File: src/rtl/spg_pkg.sv
// shared constants and carriers for the sync phase error and gain register slice
// assumes a byte-wide register port in the device clock domain
package spg_pkg;

  // --------------------------------------------------------------------------
  // register port
  // --------------------------------------------------------------------------
  localparam int ADDR_W = 12;
  localparam int DATA_W = 8;

  // --------------------------------------------------------------------------
  // offsets
  // --------------------------------------------------------------------------
  localparam logic [ADDR_W-1:0] SYNC_PHASE_ERROR_LOW_OFS  = 12'h03C;
  localparam logic [ADDR_W-1:0] SYNC_PHASE_ERROR_HIGH_OFS = 12'h03D;
  localparam logic [ADDR_W-1:0] GAIN_CH0_HIGH_OFS         = 12'h040;
  localparam logic [ADDR_W-1:0] GAIN_CH0_LOW_OFS          = 12'h041;
  localparam logic [ADDR_W-1:0] GAIN_CH1_HIGH_OFS         = 12'h042;
  localparam logic [ADDR_W-1:0] GAIN_CH1_LOW_OFS          = 12'h043;
  localparam logic [ADDR_W-1:0] GAIN_CH2_HIGH_OFS         = 12'h044;

  // --------------------------------------------------------------------------
  // fields
  // --------------------------------------------------------------------------
  localparam int ERR_W        = 4;   // phase_error_now_field in bits 3:0
  localparam int BELOW_BIT    = 7;
  localparam int ABOVE_BIT    = 6;
  localparam int GAIN_W       = 10;
  localparam int GAIN_HI_W    = 2;   // gain msbs in bits 1:0 of the high register
  localparam int GAIN_LO_W    = 8;
  localparam int NUM_CH       = 3;
  localparam int NUM_CH_LOW   = 2;   // channels whose low byte lives in this slice

  // --------------------------------------------------------------------------
  // reset values
  // --------------------------------------------------------------------------
  localparam logic [ERR_W-1:0]  ERR_RST  = 4'h0;
  localparam logic [GAIN_W-1:0] GAIN_RST = 10'h000;
  localparam logic [DATA_W-1:0] DATA_RST = 8'h00;

  // --------------------------------------------------------------------------
  // analog full-scale current per code, in microamps (used by the analog side)
  // --------------------------------------------------------------------------
  localparam int FS_MAX_UA = 27000;
  localparam int FS_MID_UA = 20480;
  localparam int FS_MIN_UA = 13900;

  // --------------------------------------------------------------------------
  // carriers
  // --------------------------------------------------------------------------
  typedef struct packed {
    logic              wr_en;
    logic              rd_en;
    logic [ADDR_W-1:0] addr;
    logic [DATA_W-1:0] wdata;
  } spg_req_t;

  typedef struct packed {
    logic              valid;      // a new measurement is on error
    logic              adjust;     // the clocks were adjusted on this sysref
    logic              sysref;     // sysref pulse received
    logic [ERR_W-1:0]  error;      // signed cycles between lmfc and sysref edges
    logic [ERR_W-1:0]  win_limit;  // unsigned window half width
  } spg_align_t;

endpackage

File: src/rtl/spg_regs.sv
// sync phase error status and full-scale gain register slice
// assumes a byte register port driven by the serial port back end, and an
// alignment engine outside that reports measurements, adjustments and sysref
//
// Summary of operation
// - sysref pulse sets sticky seen flag
// - current error, 4-bit signed, bits 3:0
// - adjustment copies error to previous, zeroes current
// - below-window flag in bit 7
// - above-window flag in bit 6
// - channel 0 gain split 2+8 bits
// - channel 1 gain split the same
// - channel 2 gain msbs, upper bits reserved
// - gain code maps to full-scale current
// - sticky clear rising edge clears both flags, except one set in the same cycle
`timescale 1ns/1ps
module spg_regs (
  // clock and reset
  input  wire logic                                  sys_clk,
  input  wire logic                                  rst_n,
  // register port
  input  wire spg_pkg::spg_req_t                     reg_req,
  output logic      [spg_pkg::DATA_W-1:0]            reg_rdata,
  output logic                                       reg_rd_valid,
  // alignment engine
  input  wire spg_pkg::spg_align_t                   align,
  input  wire logic                                  sticky_clear_trigger,
  // status to the rest of the sync block
  output logic                                       sysref_seen_flag,
  output logic                                       rotated_flag,
  output logic      [spg_pkg::ERR_W-1:0]             phase_error_prev,
  // gain codes to the analog full-scale current stage
  output logic      [spg_pkg::GAIN_W-1:0]            fullscale_gain_ch0,
  output logic      [spg_pkg::GAIN_W-1:0]            fullscale_gain_ch1,
  output logic      [spg_pkg::GAIN_HI_W-1:0]         fullscale_gain_ch2
);
  import spg_pkg::*;

  // --------------------------------------------------------------------------
  // state
  // --------------------------------------------------------------------------
  typedef struct packed {
    logic [ERR_W-1:0]  phase_error_now;
    logic [ERR_W-1:0]  prev;
    logic              below;
    logic              above;
    logic              seen;
    logic              rotated;
    logic              clr_q;
    logic              rd_valid;
    logic [DATA_W-1:0] rd_stat;
  } spg_state_t;

  spg_state_t st;
  spg_state_t next_st;

  // --------------------------------------------------------------------------
  // address decode
  // --------------------------------------------------------------------------
  logic                           gain_wr_hi;
  logic                           gain_wr_lo;
  logic                           gain_rd_hi;
  logic [1:0]                     gain_ch;
  logic                           gain_hit;
  logic [NUM_CH-1:0][GAIN_W-1:0]  gain_word;

  always_comb begin
    gain_hit   = 1'b1;
    gain_rd_hi = 1'b0;
    gain_ch    = 2'h0;
    case (reg_req.addr)
      GAIN_CH0_HIGH_OFS: begin
        gain_rd_hi = 1'b1;
      end
      GAIN_CH0_LOW_OFS: begin
        gain_ch = 2'h0;
      end
      GAIN_CH1_HIGH_OFS: begin
        gain_rd_hi = 1'b1;
        gain_ch    = 2'h1;
      end
      GAIN_CH1_LOW_OFS: begin
        gain_ch = 2'h1;
      end
      GAIN_CH2_HIGH_OFS: begin
        gain_rd_hi = 1'b1;
        gain_ch    = 2'h2;
      end
      default: begin
        gain_hit = 1'b0;
      end
    endcase
    gain_wr_hi = reg_req.wr_en && gain_hit && gain_rd_hi;
    gain_wr_lo = reg_req.wr_en && gain_hit && !gain_rd_hi;
  end

  spg_gain_regs #(
    .NUM_CH (NUM_CH)
  ) u_gain (
    .sys_clk (sys_clk),
    .rst_n   (rst_n),
    .wr_hi   (gain_wr_hi),
    .wr_lo   (gain_wr_lo),
    .wr_ch   (gain_ch),
    .wr_data (reg_req.wdata),
    .rd_hi   (gain_rd_hi),
    .rd_ch   (gain_ch),
    // gain reads are served below from the stored words, so that reg_rdata
    // stays a single flop instead of a mux of two stores
    .rd_data (),
    .gain    (gain_word)
  );

  // --------------------------------------------------------------------------
  // window comparison on the signed error
  // --------------------------------------------------------------------------
  logic signed [ERR_W:0] err_s;
  logic signed [ERR_W:0] lim_s;
  logic                  err_below;
  logic                  err_above;

  always_comb begin
    // registered error: the flags trail a new error by one cycle, which keeps
    // this compare out of the next-state loop
    err_s     = {st.phase_error_now[ERR_W-1], st.phase_error_now};
    lim_s     = {1'b0, align.win_limit};
    err_below = err_s < -lim_s;
    err_above = err_s > lim_s;
  end

  // --------------------------------------------------------------------------
  // next state
  // --------------------------------------------------------------------------
  logic clr_rise;

  always_comb begin
    clr_rise = sticky_clear_trigger && !st.clr_q;
    next_st  = st;
    next_st.clr_q = sticky_clear_trigger;

    // the adjustment has priority: a measurement in the same cycle is the one
    // that got corrected, so it goes to the previous field
    if (align.adjust) begin
      next_st.prev            = align.error;
      next_st.phase_error_now = ERR_RST;
    end else if (align.valid) begin
      next_st.phase_error_now = align.error;
    end

    // sets win over a clear in the same cycle so no event is lost
    if (clr_rise) begin
      next_st.seen    = 1'b0;
      next_st.rotated = 1'b0;
    end
    if (align.sysref) begin
      next_st.seen = 1'b1;
    end
    if (align.adjust) begin
      next_st.rotated = 1'b1;
    end

    next_st.below = err_below;
    next_st.above = err_above;

    // status reads are served here; writes to them fall through
    next_st.rd_valid = reg_req.rd_en;
    next_st.rd_stat  = DATA_RST;
    if (reg_req.rd_en) begin
      case (reg_req.addr)
        SYNC_PHASE_ERROR_LOW_OFS: begin
          next_st.rd_stat = {{(DATA_W-ERR_W){1'b0}}, st.phase_error_now};
        end
        SYNC_PHASE_ERROR_HIGH_OFS: begin
          next_st.rd_stat[BELOW_BIT] = st.below;
          next_st.rd_stat[ABOVE_BIT] = st.above;
        end
        default: begin
          if (gain_hit && gain_rd_hi) begin
            // upper six bits reserved, read as zero
            next_st.rd_stat = {{(DATA_W-GAIN_HI_W){1'b0}},
                               gain_word[gain_ch][GAIN_W-1 -: GAIN_HI_W]};
          end else if (gain_hit) begin
            next_st.rd_stat = gain_word[gain_ch][GAIN_LO_W-1:0];
          end else begin
            next_st.rd_stat = DATA_RST;
          end
        end
      endcase
    end
  end

  always_ff @(posedge sys_clk or negedge rst_n) begin
    if (!rst_n) begin
      st <= '0;
    end else begin
      st <= next_st;
    end
  end

  // --------------------------------------------------------------------------
  // outputs
  // --------------------------------------------------------------------------
  assign reg_rdata          = st.rd_stat;
  assign reg_rd_valid       = st.rd_valid;
  assign sysref_seen_flag   = st.seen;
  assign rotated_flag       = st.rotated;
  assign phase_error_prev   = st.prev;
  // raw codes: the current stage spans FS_MIN_UA..FS_MAX_UA with
  // FS_MID_UA at code zero
  assign fullscale_gain_ch0 = gain_word[0];
  assign fullscale_gain_ch1 = gain_word[1];
  assign fullscale_gain_ch2 = gain_word[2][GAIN_W-1 -: GAIN_HI_W];

endmodule

File: src/rtl/spg_gain_regs.sv
// storage for the per-channel full-scale gain words
// assumes the caller decodes addresses; read data come out one cycle later
`timescale 1ns/1ps
module spg_gain_regs #(
  parameter int NUM_CH = spg_pkg::NUM_CH
) (
  // clock and reset
  input  wire logic                              sys_clk,
  input  wire logic                              rst_n,
  // write port
  input  wire logic                              wr_hi,
  input  wire logic                              wr_lo,
  input  wire logic [1:0]                        wr_ch,
  input  wire logic [spg_pkg::DATA_W-1:0]        wr_data,
  // read port
  input  wire logic                              rd_hi,
  input  wire logic [1:0]                        rd_ch,
  output logic      [spg_pkg::DATA_W-1:0]        rd_data,
  // gain words
  output logic      [NUM_CH-1:0][spg_pkg::GAIN_W-1:0] gain
);
  import spg_pkg::*;

  typedef struct packed {
    logic [NUM_CH-1:0][GAIN_W-1:0] word;
    logic [DATA_W-1:0]             rd;
  } spg_gain_state_t;

  spg_gain_state_t st;
  spg_gain_state_t next_st;

  always_comb begin
    next_st = st;
    for (int c = 0; c < NUM_CH; c++) begin
      // writing one half leaves the other half and all else untouched
      if (wr_hi && wr_ch == c[1:0]) begin
        next_st.word[c][GAIN_W-1 -: GAIN_HI_W] = wr_data[GAIN_HI_W-1:0];
      end
      if (wr_lo && wr_ch == c[1:0]) begin
        next_st.word[c][GAIN_LO_W-1:0] = wr_data;
      end
    end
    next_st.rd = DATA_RST;
    if (rd_ch < NUM_CH[1:0]) begin
      if (rd_hi) begin
        // upper six bits always zero
        next_st.rd = {{(DATA_W-GAIN_HI_W){1'b0}},
                      st.word[rd_ch][GAIN_W-1 -: GAIN_HI_W]};
      end else begin
        next_st.rd = st.word[rd_ch][GAIN_LO_W-1:0];
      end
    end
  end

  always_ff @(posedge sys_clk or negedge rst_n) begin
    if (!rst_n) begin
      st <= '0;
    end else begin
      st <= next_st;
    end
  end

  assign rd_data = st.rd;
  assign gain    = st.word;

endmodule

File: config.mk
export PLATFORM = sky130hd
export DESIGN_NAME = spg_regs
export DESIGN_NICKNAME = d
export VERILOG_FILES = /design/src/rtl/spg_pkg.sv /design/src/rtl/spg_regs.sv /design/src/rtl/spg_gain_regs.sv
export SDC_FILE = /design/constraint.sdc
export NUM_CORES = 1
export LEC_CHECK = 0
export ABC_AREA = 1
export BUFFER_PORTS_ARGS = -buffer_cell sky130_fd_sc_hd__buf_2
export CORE_MARGIN = 3
export CORE_UTILIZATION = 48
export DETAILED_ROUTE_END_ITERATION = 10
export GPL_TIMING_DRIVEN = 0
export PLACE_DENSITY = 0.74
export SYNTH_ARGS = -nofsm -noshare
export SYNTH_HDL_FRONTEND = slang
export SYNTH_SLANG_ARGS = --single-unit
File: constraint.sdc
create_clock -name sys_clk -period 1.3 [get_ports sys_clk]
set_input_delay 0.13 -clock sys_clk [delete_from_list [all_inputs] [get_ports sys_clk]]
set_output_delay 0.13 -clock sys_clk [all_outputs]
set_load 0.03 [all_outputs]
# Word level (Yosys, flattened, before mapping)
# Cells that the tools add are included.
[word_totals]
out_inout_bits = 37
regBits = 52
elab_cells = 63
in_bits = 36
[op_classes]
eq_ne = 9
mux = 15
reduce_logical = 20
n_lt_le_gt_ge = 3
addsub = 1
[op_table]
columns = ["operator", "count"]
rows = [
  ["12-bit by 7-bit equality test with 1-bit output, second input constant", 5],
  ["12-bit by 6-bit equality test with 1-bit output, second input constant", 2],
  ["8-bit two-way mux", 3],
  ["10-bit binary-select mux with 2-bit select", 1],
  ["6-bit case mux with 2 select lines", 1],
  ["1-bit logical AND", 11],
  ["10-bit two-way mux", 1],
  ["4-bit two-way mux", 2],
  ["2-bit case mux with 2 select lines", 2],
  ["2-bit nonzero test", 3],
  ["4-bit by 5-bit > comparator with 1-bit output", 1],
  ["4-bit by 5-bit < comparator with 1-bit output", 1],
  ["4-bit negator with 5-bit output", 1],
  ["5-bit OR reduction", 1],
  ["1-bit two-way mux", 4],
  ["2-bit by 3-bit < comparator with 1-bit output, second input constant", 1],
  ["3-bit OR reduction", 1],
  ["2-bit by 1-bit equality test with 1-bit output, second input constant", 1],
  ["2-bit equality test, second input constant", 1],
  ["1-bit logical NOT", 2],
  ["2-bit logical NOT", 1],
  ["2-bit two-way mux", 1],
  ["2-bit OR reduction", 1],
]

# Depth between registers and ports, before layout
# Gate-level depths: netlist (run 1).
[depth]
word_depth = 9
ltp_mapped = 13
ltp_nobuf = 13

# Hierarchy
# From an unflattened synthesis (run 1), not the netlist that was laid out.
[hier_totals]
hier_cells = 430
hier_area_um2 = 3425.8
[by_module_without_submodules]
columns = ["mod", "seq_area_each_um2", "instances", "cells_per_inst", "area_per_inst_um2"]
rows = [
  ["spg_regs", 550.5, 1, 238, 1717.9],
  ["spg_gain_regs", 950.9, 1, 192, 1707.9],
]

# Worst setup path after synthesis (run 1)
# No wires, ideal clock.
[synth_path]
path_type = "input to register"
from = "input port reg_req[17] (netlist name)"
to = "register u_gain.st (netlist bit u_gain.gain[16])"
n_path_buf = 1
arrival_time_ns = 1.241
cell_stages = 11
setup_time_ns = 0.118
t_required_ns = 1.182
setup_slack_ns = -0.060
cell_sequence = "nor2_2 > nand2_2 > nor2_4 > nand2_4 > clkinv_4 > nor2_4 > nor2_8 > nand3_4 > buf_6 > nand2_1 > o21ai_2"
[synth_via]
elab_chain_cells = 6
word_cells_on_any_way = 16
cone_classes = "eq/ne: 6; mux: 3; reduce/logical: 7"
[synth_rtl]
columns = ["item", "line_no", "source"]
rows = [
  ["start: declaration", "spg_regs.sv:22", "input wire spg_pkg::spg_req_t reg_req,"],
  ["parallel branches: the longest is 5 deep, another holds 12-bit by 7-bit equality test with 1-bit output", "-", ""],
  ["1-bit logical AND (*)", "spg_gain_regs.sv:39", "if (wr_lo && wr_ch == c[1:0]) begin"],
  ["end signal: assignment", "spg_gain_regs.sv:59", "st <= next_st;"],
  ["end: declaration", "spg_gain_regs.sv:29", "spg_gain_state_t st;"],
]
# Every way passes the cells marked *.
# A chain may end at the register's enable or synchronous reset.

# Worst setup path after layout (run 1)
[layout_path]
from = "register st (netlist bit err_s[3])"
to = "register st[13] (netlist name)"
[layout_via]
elab_chain_cells = 1
[layout_rtl]
columns = ["item", "line_no", "source"]
rows = [
  ["start: declaration", "spg_regs.sv:54", "spg_state_t st;"],
  ["start signal: assignment", "spg_regs.sv:196", "st <= next_st;"],
  ["4-bit by 5-bit < comparator with 1-bit output", "spg_regs.sv:127", "err_below = err_s < -lim_s;"],
  ["via err_below", "spg_regs.sv:119", "logic err_below;"],
]
# The timed path passes the listed nets, and every way through them passes these cells.

==> impl_metrics.csv, run 1 <==
group,metric,value,unit
logic_synthesis,yosys.area_share.simple,0.246,
placed_design,portBuffers,72,
logic_synthesis,synth_compound_area_frac,0.100,
worst_setup_path,path_max_fanout,4,
logic_synthesis,synth.avg_cell_area,8.58,um^2
sta,rsz0062_at_grt,"yes",
finish,final_cells,505,
placed_design,gp_congestion,0.836,
logic_synthesis,ys.flop_type,"dfrtp_1",
grt,grt_max_degree,53,
sta,finalSetupViolCount,0,
drt,routedWlPerCell,12.2,um
clock_network,numCtsBuffers,5,
clock_network,cts-root-buf,"clkbuf_8",
logic_synthesis,synth_edf_count,0,
die,dieHeight,84.2,um
placed_design,hpwl,4.61,mm
grt,antenna_found_initial,0,
sta,finClkSkew,10.9,ps
finish,area_growth,26.4,%
worst_setup_path,end_kind,"flip-flop",
grt,grt_pass1_wl,10.4,mm
drt,drc,0,
logic_synthesis,synth_area_leaders,"dfrtp_1 44%, nand2_1 11%, buf_4 9.0%, o21ai_2 4.8%, nand3_1 4.4%",
placed_design,dp_slack,-347,ps
sta,slew_violations,0,
grt,grt_overflow_total,0,
die,coreArea,5710,um^2
drt,drt_first_pass_iters,4,
drt,detail-route-antenna-nets,0,
grt,grt_pass1_vias,2311,
logic_synthesis,async_reset_ff_frac,1.00,
sta,timing.final.ws_setup,35.9,ps
clock_network,clkSinkCount,52,
sta,worst_slew_pin_slew,1140,ps
logic_synthesis,synthAdderAreaFrac,0.0426,
logic_synthesis,yosysUniqueCellTypes,31,
finish,diodes,0,
clock_network,cts_max_path_buffers,2,
drt,viasPerCell,4.77,
finish,drive_gt1_frac,0.420,
clock_network,clk_pin_slew,100,ps
sta,maxSlewHeadroom,0.238,
clock_network,htreeDepth,2,
logic_synthesis,synth_top_family_by_area,"simple AND/OR/NAND/NOR gates",
clock_network,insertion_delay,300,ps
finish,nFillCells,493,
logic_synthesis,ys_seq_area_frac,0.443,
logic_synthesis,synth_area_leader_cell,"dfrtp_1",
worst_setup_path,crit_type,"flip-flop to flip-flop",
die,placementRows,27,
sta,fin_crit_sh,0.972,
die,io_pins,73,
run_status,status,"complete, no violations",
logic_synthesis,syn_nets,388,
logic_synthesis,yosysMostFrequentCell,"nand2_1",
job,cap_violations,0,
drt,drt_iter0_drc,86,
grt,track_usage,0.179,
clock_network,tritoncts,"yes",
logic_synthesis,synth_mux_area_frac,0,
sta,final_hold_viol_count,0,
finish,fin_nets,478,
die,initial_core_util,0.514,
die,die_w,84.2,um
logic_synthesis,synth_xor_area_frac,0.00896,
worst_hold_path,min_path_type,"input port to flip-flop",
power_and_ir_drop,p_leak,2.01,nW
logic_synthesis,yosys_warnings,0,
sta,min_period,1260,ps
sta,max_freq,0.791,GHz
logic_synthesis,syn_area,2930,um^2
logic_synthesis,postSynthCellCount,342,
logic_synthesis,synth-seq-cells,52,
die,die_area,7090,um^2
placed_design,dp.cells,486,
drt,wl,6.18,mm
logic_synthesis,ys_top_cells_by_count,"88 x nand2_1, 52 x dfrtp_1, 35 x buf_4",
drt,num_vias,2407,
worst_setup_path,cp.arrival,1440,ps
logic_synthesis,yosys.area.top_type_share,0.443,
power_and_ir_drop,power.density,863,nW/um^2
worst_setup_path,reg2reg_slack,40,ps
worst_setup_path,worst_setup_path_start_kind,"flip-flop",
power_and_ir_drop,vdd_ir_drop_max,601,uV
power_and_ir_drop,power.total,0.00320,W
worst_setup_path,required,1480,ps
==> per-stage QoR <==
step           setup TNS, ps  hold WS (ps)  cell area, um^2  utilization
2_1_floorplan          -80.8          -166             2970            -
3_3_place_gp           -7210           253             3420        0.598
3_5_place_dp           -7920           258             3420        0.598
4_1_cts                    0          3.56             3600        0.631
5_1_grt                -78.1          20.4             3710        0.649
6_report                   0          10.4             3710        0.649
==> power breakdown <==
| group | switching [W] | internal (W) |
|---|---|---|
| clock network | 0.000541 | 0.000580 |
| registers | 0.0000251 | 0.00165 |
| logic | 0.000245 | 0.000155 |
==> worst paths after layout <==
kind / from / to / cells past startpoint
hold reg to reg: st[13] / reg_rdata[7] / 2
min in group asynchronous: rst_n / rotated_flag / 1
hold / removal: align[8] / sysref_seen_flag / 3
setup / recovery: err_s[3] / st[13] / 4
setup reg to reg: err_s[3] / st[13] / 4
max in group asynchronous: rst_n / err_s[3] / 1
==> area by class of cell <==
cell class | instances | area (um^2) | share of cell area
timing repair buffer | 83 | 448 | 0.121
clock inverter | 3 | 46.3 | 0.0125
clock buffer | 5 | 68.8 | 0.0186
inverter | 39 | 159 | 0.0429
buffer | 45 | 327 | 0.0881
tap | 72 | 90.1 | 0.0243
multi-input combinational | 206 | 1260 | 0.341
sequential | 52 | 1300 | 0.352
==> sequential cells by signal, indices dropped and copies added, names as in the netlist <==
signal / count
reg_rd_valid: 1
u_gain.gain: 30
phase_error_prev: 4
st: 3
sysref_seen_flag: 1
reg_rdata: 8
err_s: 4
rotated_flag: 1
==> cells by family after synthesis <==
kind of cell / count (synthesis)
simple gates: 148
buf+inv: 84
xor+xnor: 3
fa+ha+maj: 10
flops: 52
compound gates: 45
==> worst max-delay path, cell delays in order (launching register included) <==
cell      delay [ps]
dfrtp_2          470
ha_4             270
a21oi_2          150
o221ai_2         110
xor2_1           150
==> per-layer routing <==
metal	up-vias	wire [um]	global-route usage
met3	17	322	0.0353
met1	1092	2680	0.228
li1	1235	-	-
met2	63	3010	0.296
met4	0	168	0.0760
met5	-	0	0
==> repair_timing <==
| action | 4_1_cts | 5_1_grt |
|---|---|---|
| hold endpoints to repair | 2 | 0 |
| hold buffers | 2 | 0 |
| pin swaps | 2 | 8 |
| setup buffers | 2 | 7 |
| gates resized for setup | 5 | 14 |
| setup endpoints to repair | 6 | 21 |
==> placed cells by master, fill, tap and decap left out, types with 5 or more instances in the layout <==
master	instances
o21ai_1	9
nand3_1	26
buf_2	72
nand2_1	86
nor2_1	9
buf_4	43
o21ai_2	16
inv_1	30
nor2_4	9
ha_1	6
nand2_2	5
inv_2	7
dfrtp_1	50
o21ai_0	11
clkbuf_1	8
clkbuf_8	5
(Power assumes the default switching activity.)
==> run 2: changes to the inputs <==
PLACE_DENSITY = unset   (was 0.74)
PLACE_DENSITY_LB_ADDON = 0.25   (was unset)
==> run 2 against run 1 <==
- the run now ends with setup timing left
- clock skew about the same
- critical endpoint unchanged
- maximum frequency down 3.1%
- cell area increased by 0.34%
- clock power fell by 18%
- combinational power shrank 3%
- highest routed layer unchanged
- critical path type unchanged
==> impl_metrics.csv, run 2 (synthesis results as in run 1) <==
group,metric,value,unit
grt,antenna_found_initial,0,
die,placementRows,27,
clock_network,cts_max_path_buffers,2,
die,coreArea,5710,um^2
finish,drive_gt1_frac,0.418,
drt,drt_first_pass_iters,4,
sta,finClkSkew,11.2,ps
die,die_w,84.2,um
sta,min_period,1300,ps
placed_design,portBuffers,72,
finish,nFillCells,493,
power_and_ir_drop,vdd_ir_drop_max,629,uV
drt,detail-route-antenna-nets,0,
sta,worst_slew_pin_slew,1140,ps
drt,drt_iter0_drc,88,
grt,grt_pass1_wl,10.3,mm
finish,final_common_cell,"nand2_1",
sta,final_hold_viol_count,0,
finish,finalInstanceArea,3720,um^2
finish,finalCoreUtilization,0.652,
finish,layout_common_cells,"86 x nand2_1, 72 x buf_2, 51 x dfrtp_1",
grt,track_usage,0.178,
worst_setup_path,crit_family,"flip-flops",
placed_design,dpl-instance-area,3420,um^2
drt,num_vias,2400,
clock_network,htreeDepth,2,
die,initial_core_util,0.514,
clock_network,tritoncts,"yes",
power_and_ir_drop,power.total,0.00298,W
sta,slew_violations,0,
die,dieHeight,84.2,um
worst_setup_path,end_kind,"flip-flop",
grt,grt_overflow_total,0,
sta,max_freq,0.766,GHz
grt,grt_pass1_vias,2350,
run_status,violations,"setup timing",
finish,diodes,0,
finish,multiInputGateArea,1250,um^2
worst_setup_path,cp_slowest_cell,"dfrtp_1",
clock_network,cts-root-buf,"clkbuf_8",
placed_design,gp_congestion,0.821,
worst_hold_path,min_path_type,"input port to async pin",
worst_setup_path,reg2reg_slack,-5,ps
power_and_ir_drop,power.density,802,nW/um^2
drt,drc,0,
power_and_ir_drop,p_leak,2.03,nW
die,die_area,7090,um^2
worst_setup_path,path_max_fanout,3,
finish,largest_register_ffs,30,
worst_setup_path,worst_setup_path_start_kind,"flip-flop",
die,io_pins,73,
clock_network,insertion_delay,310,ps
clock_network,numCtsBuffers,5,
clock_network,clkSinkCount,52,
worst_setup_path,crit_path_max_incr_delay,430,ps
sta,fin_crit_sh,1.00,
grt,grt_max_degree,53,
worst_setup_path,path_buf_inv,0,
worst_setup_path,crit_chain,"ha_1 > a21oi_1 > o221ai_2 > xor2_1",
placed_design,dp_slack,-342,ps
sta,timing.final.ws_setup,-4.75,ps
finish,area_growth,26.8,%
finish,seqCellArea,1300,um^2
sta,rsz0062_at_grt,"yes",
placed_design,hpwl,4.46,mm
finish,fin_nets,485,
job,cap_violations,0,
run_status,status,"finished with violations",
drt,routedWlPerCell,12.1,um
clock_network,clk_pin_slew,100,ps
drt,viasPerCell,4.69,
worst_setup_path,cp.arrival,1500,ps
worst_setup_path,crit_type,"flip-flop to flip-flop",
sta,finalSetupViolCount,1,
sta,maxSlewHeadroom,0.243,
worst_setup_path,required,1490,ps
drt,wl,6.19,mm
## run 2: cell count changes in the layout (fill, tap and decap cells not counted), sizes merged
cell	before	now
clkinv	2	5
bufinv	1	0
dlygate4sd3	2	3
buf	118	124
inv	38	37
clkinvlp	1	0
## run 2: final timing paths
check | start | endpoint | depth (start not counted)
min | rst_n | u_gain.gain[18] | 1
max reg2reg | err_s[2] | st[13] | 4
max in group asynchronous | rst_n | err_s[3] | 1
max | err_s[2] | st[13] | 4
min reg2reg | u_gain.gain[27] | u_gain.gain[27] | 1
min in group sys_clk | align[5] | phase_error_prev[1] | 3
## run 2: area by class of cell
| class | instances | share of cell area |
|---|---|---|
| Buffer | 45 | 0.0881 |
| Multi-Input combinational cell | 206 | 0.336 |
| Inverter | 39 | 0.0427 |
| Clock inverter | 3 | 0.00505 |
| Tap cell | 72 | 0.0242 |
| Sequential cell | 52 | 0.350 |
| Timing Repair Buffer | 90 | 0.135 |
| Clock buffer | 5 | 0.0185 |
## run 2: where the power goes
| group | switching, W | total [W] | internal (W) |
|---|---|---|---|
| clock | 0.000540 | 0.000917 | 0.000376 |
| sequential | 0.0000245 | 0.00168 | 0.00165 |
| combinational | 0.000237 | 0.000389 | 0.000152 |
| total | 0.000802 | 0.00298 | 0.00218 |
## run 2: routing by layer
layer  wire length (um)  track usage  up-vias
li1                   -            -     1241
met1               2720        0.220     1097
met2               3070        0.308       55
met3                330       0.0343        7
met4                 74       0.0687        0
met5                  0            0        -
## run 2: what timing repair did
action,CTS,global route
pin swaps,2,5
buffers inserted,3,12
hold buffers,3,0
setup endpoints to repair,3,27
resized for setup,2,13
hold endpoints to repair,3,0
## run 2: through the flow
step                      TNS (ps)  cells  hold slack (ps)
after floorplan              -80.8    342             -166
after global placement       -7170    486              253
after detailed placement     -7580    486              253
after CTS                    -7.55    500             29.0
after global routing          -126    512             44.7
final                        -4.75    512             16.1
## run 2: worst register-to-register path: cells and delay by family (launching register included)
| kind | cells | cell delay [ps] |
|---|---|---|
| DFF | 1 | 430 |
| adders and majority gates | 1 | 310 |
| AOI/OAI and AO/OA | 2 | 290 |
| xor gates and xnor gates | 1 | 170 |
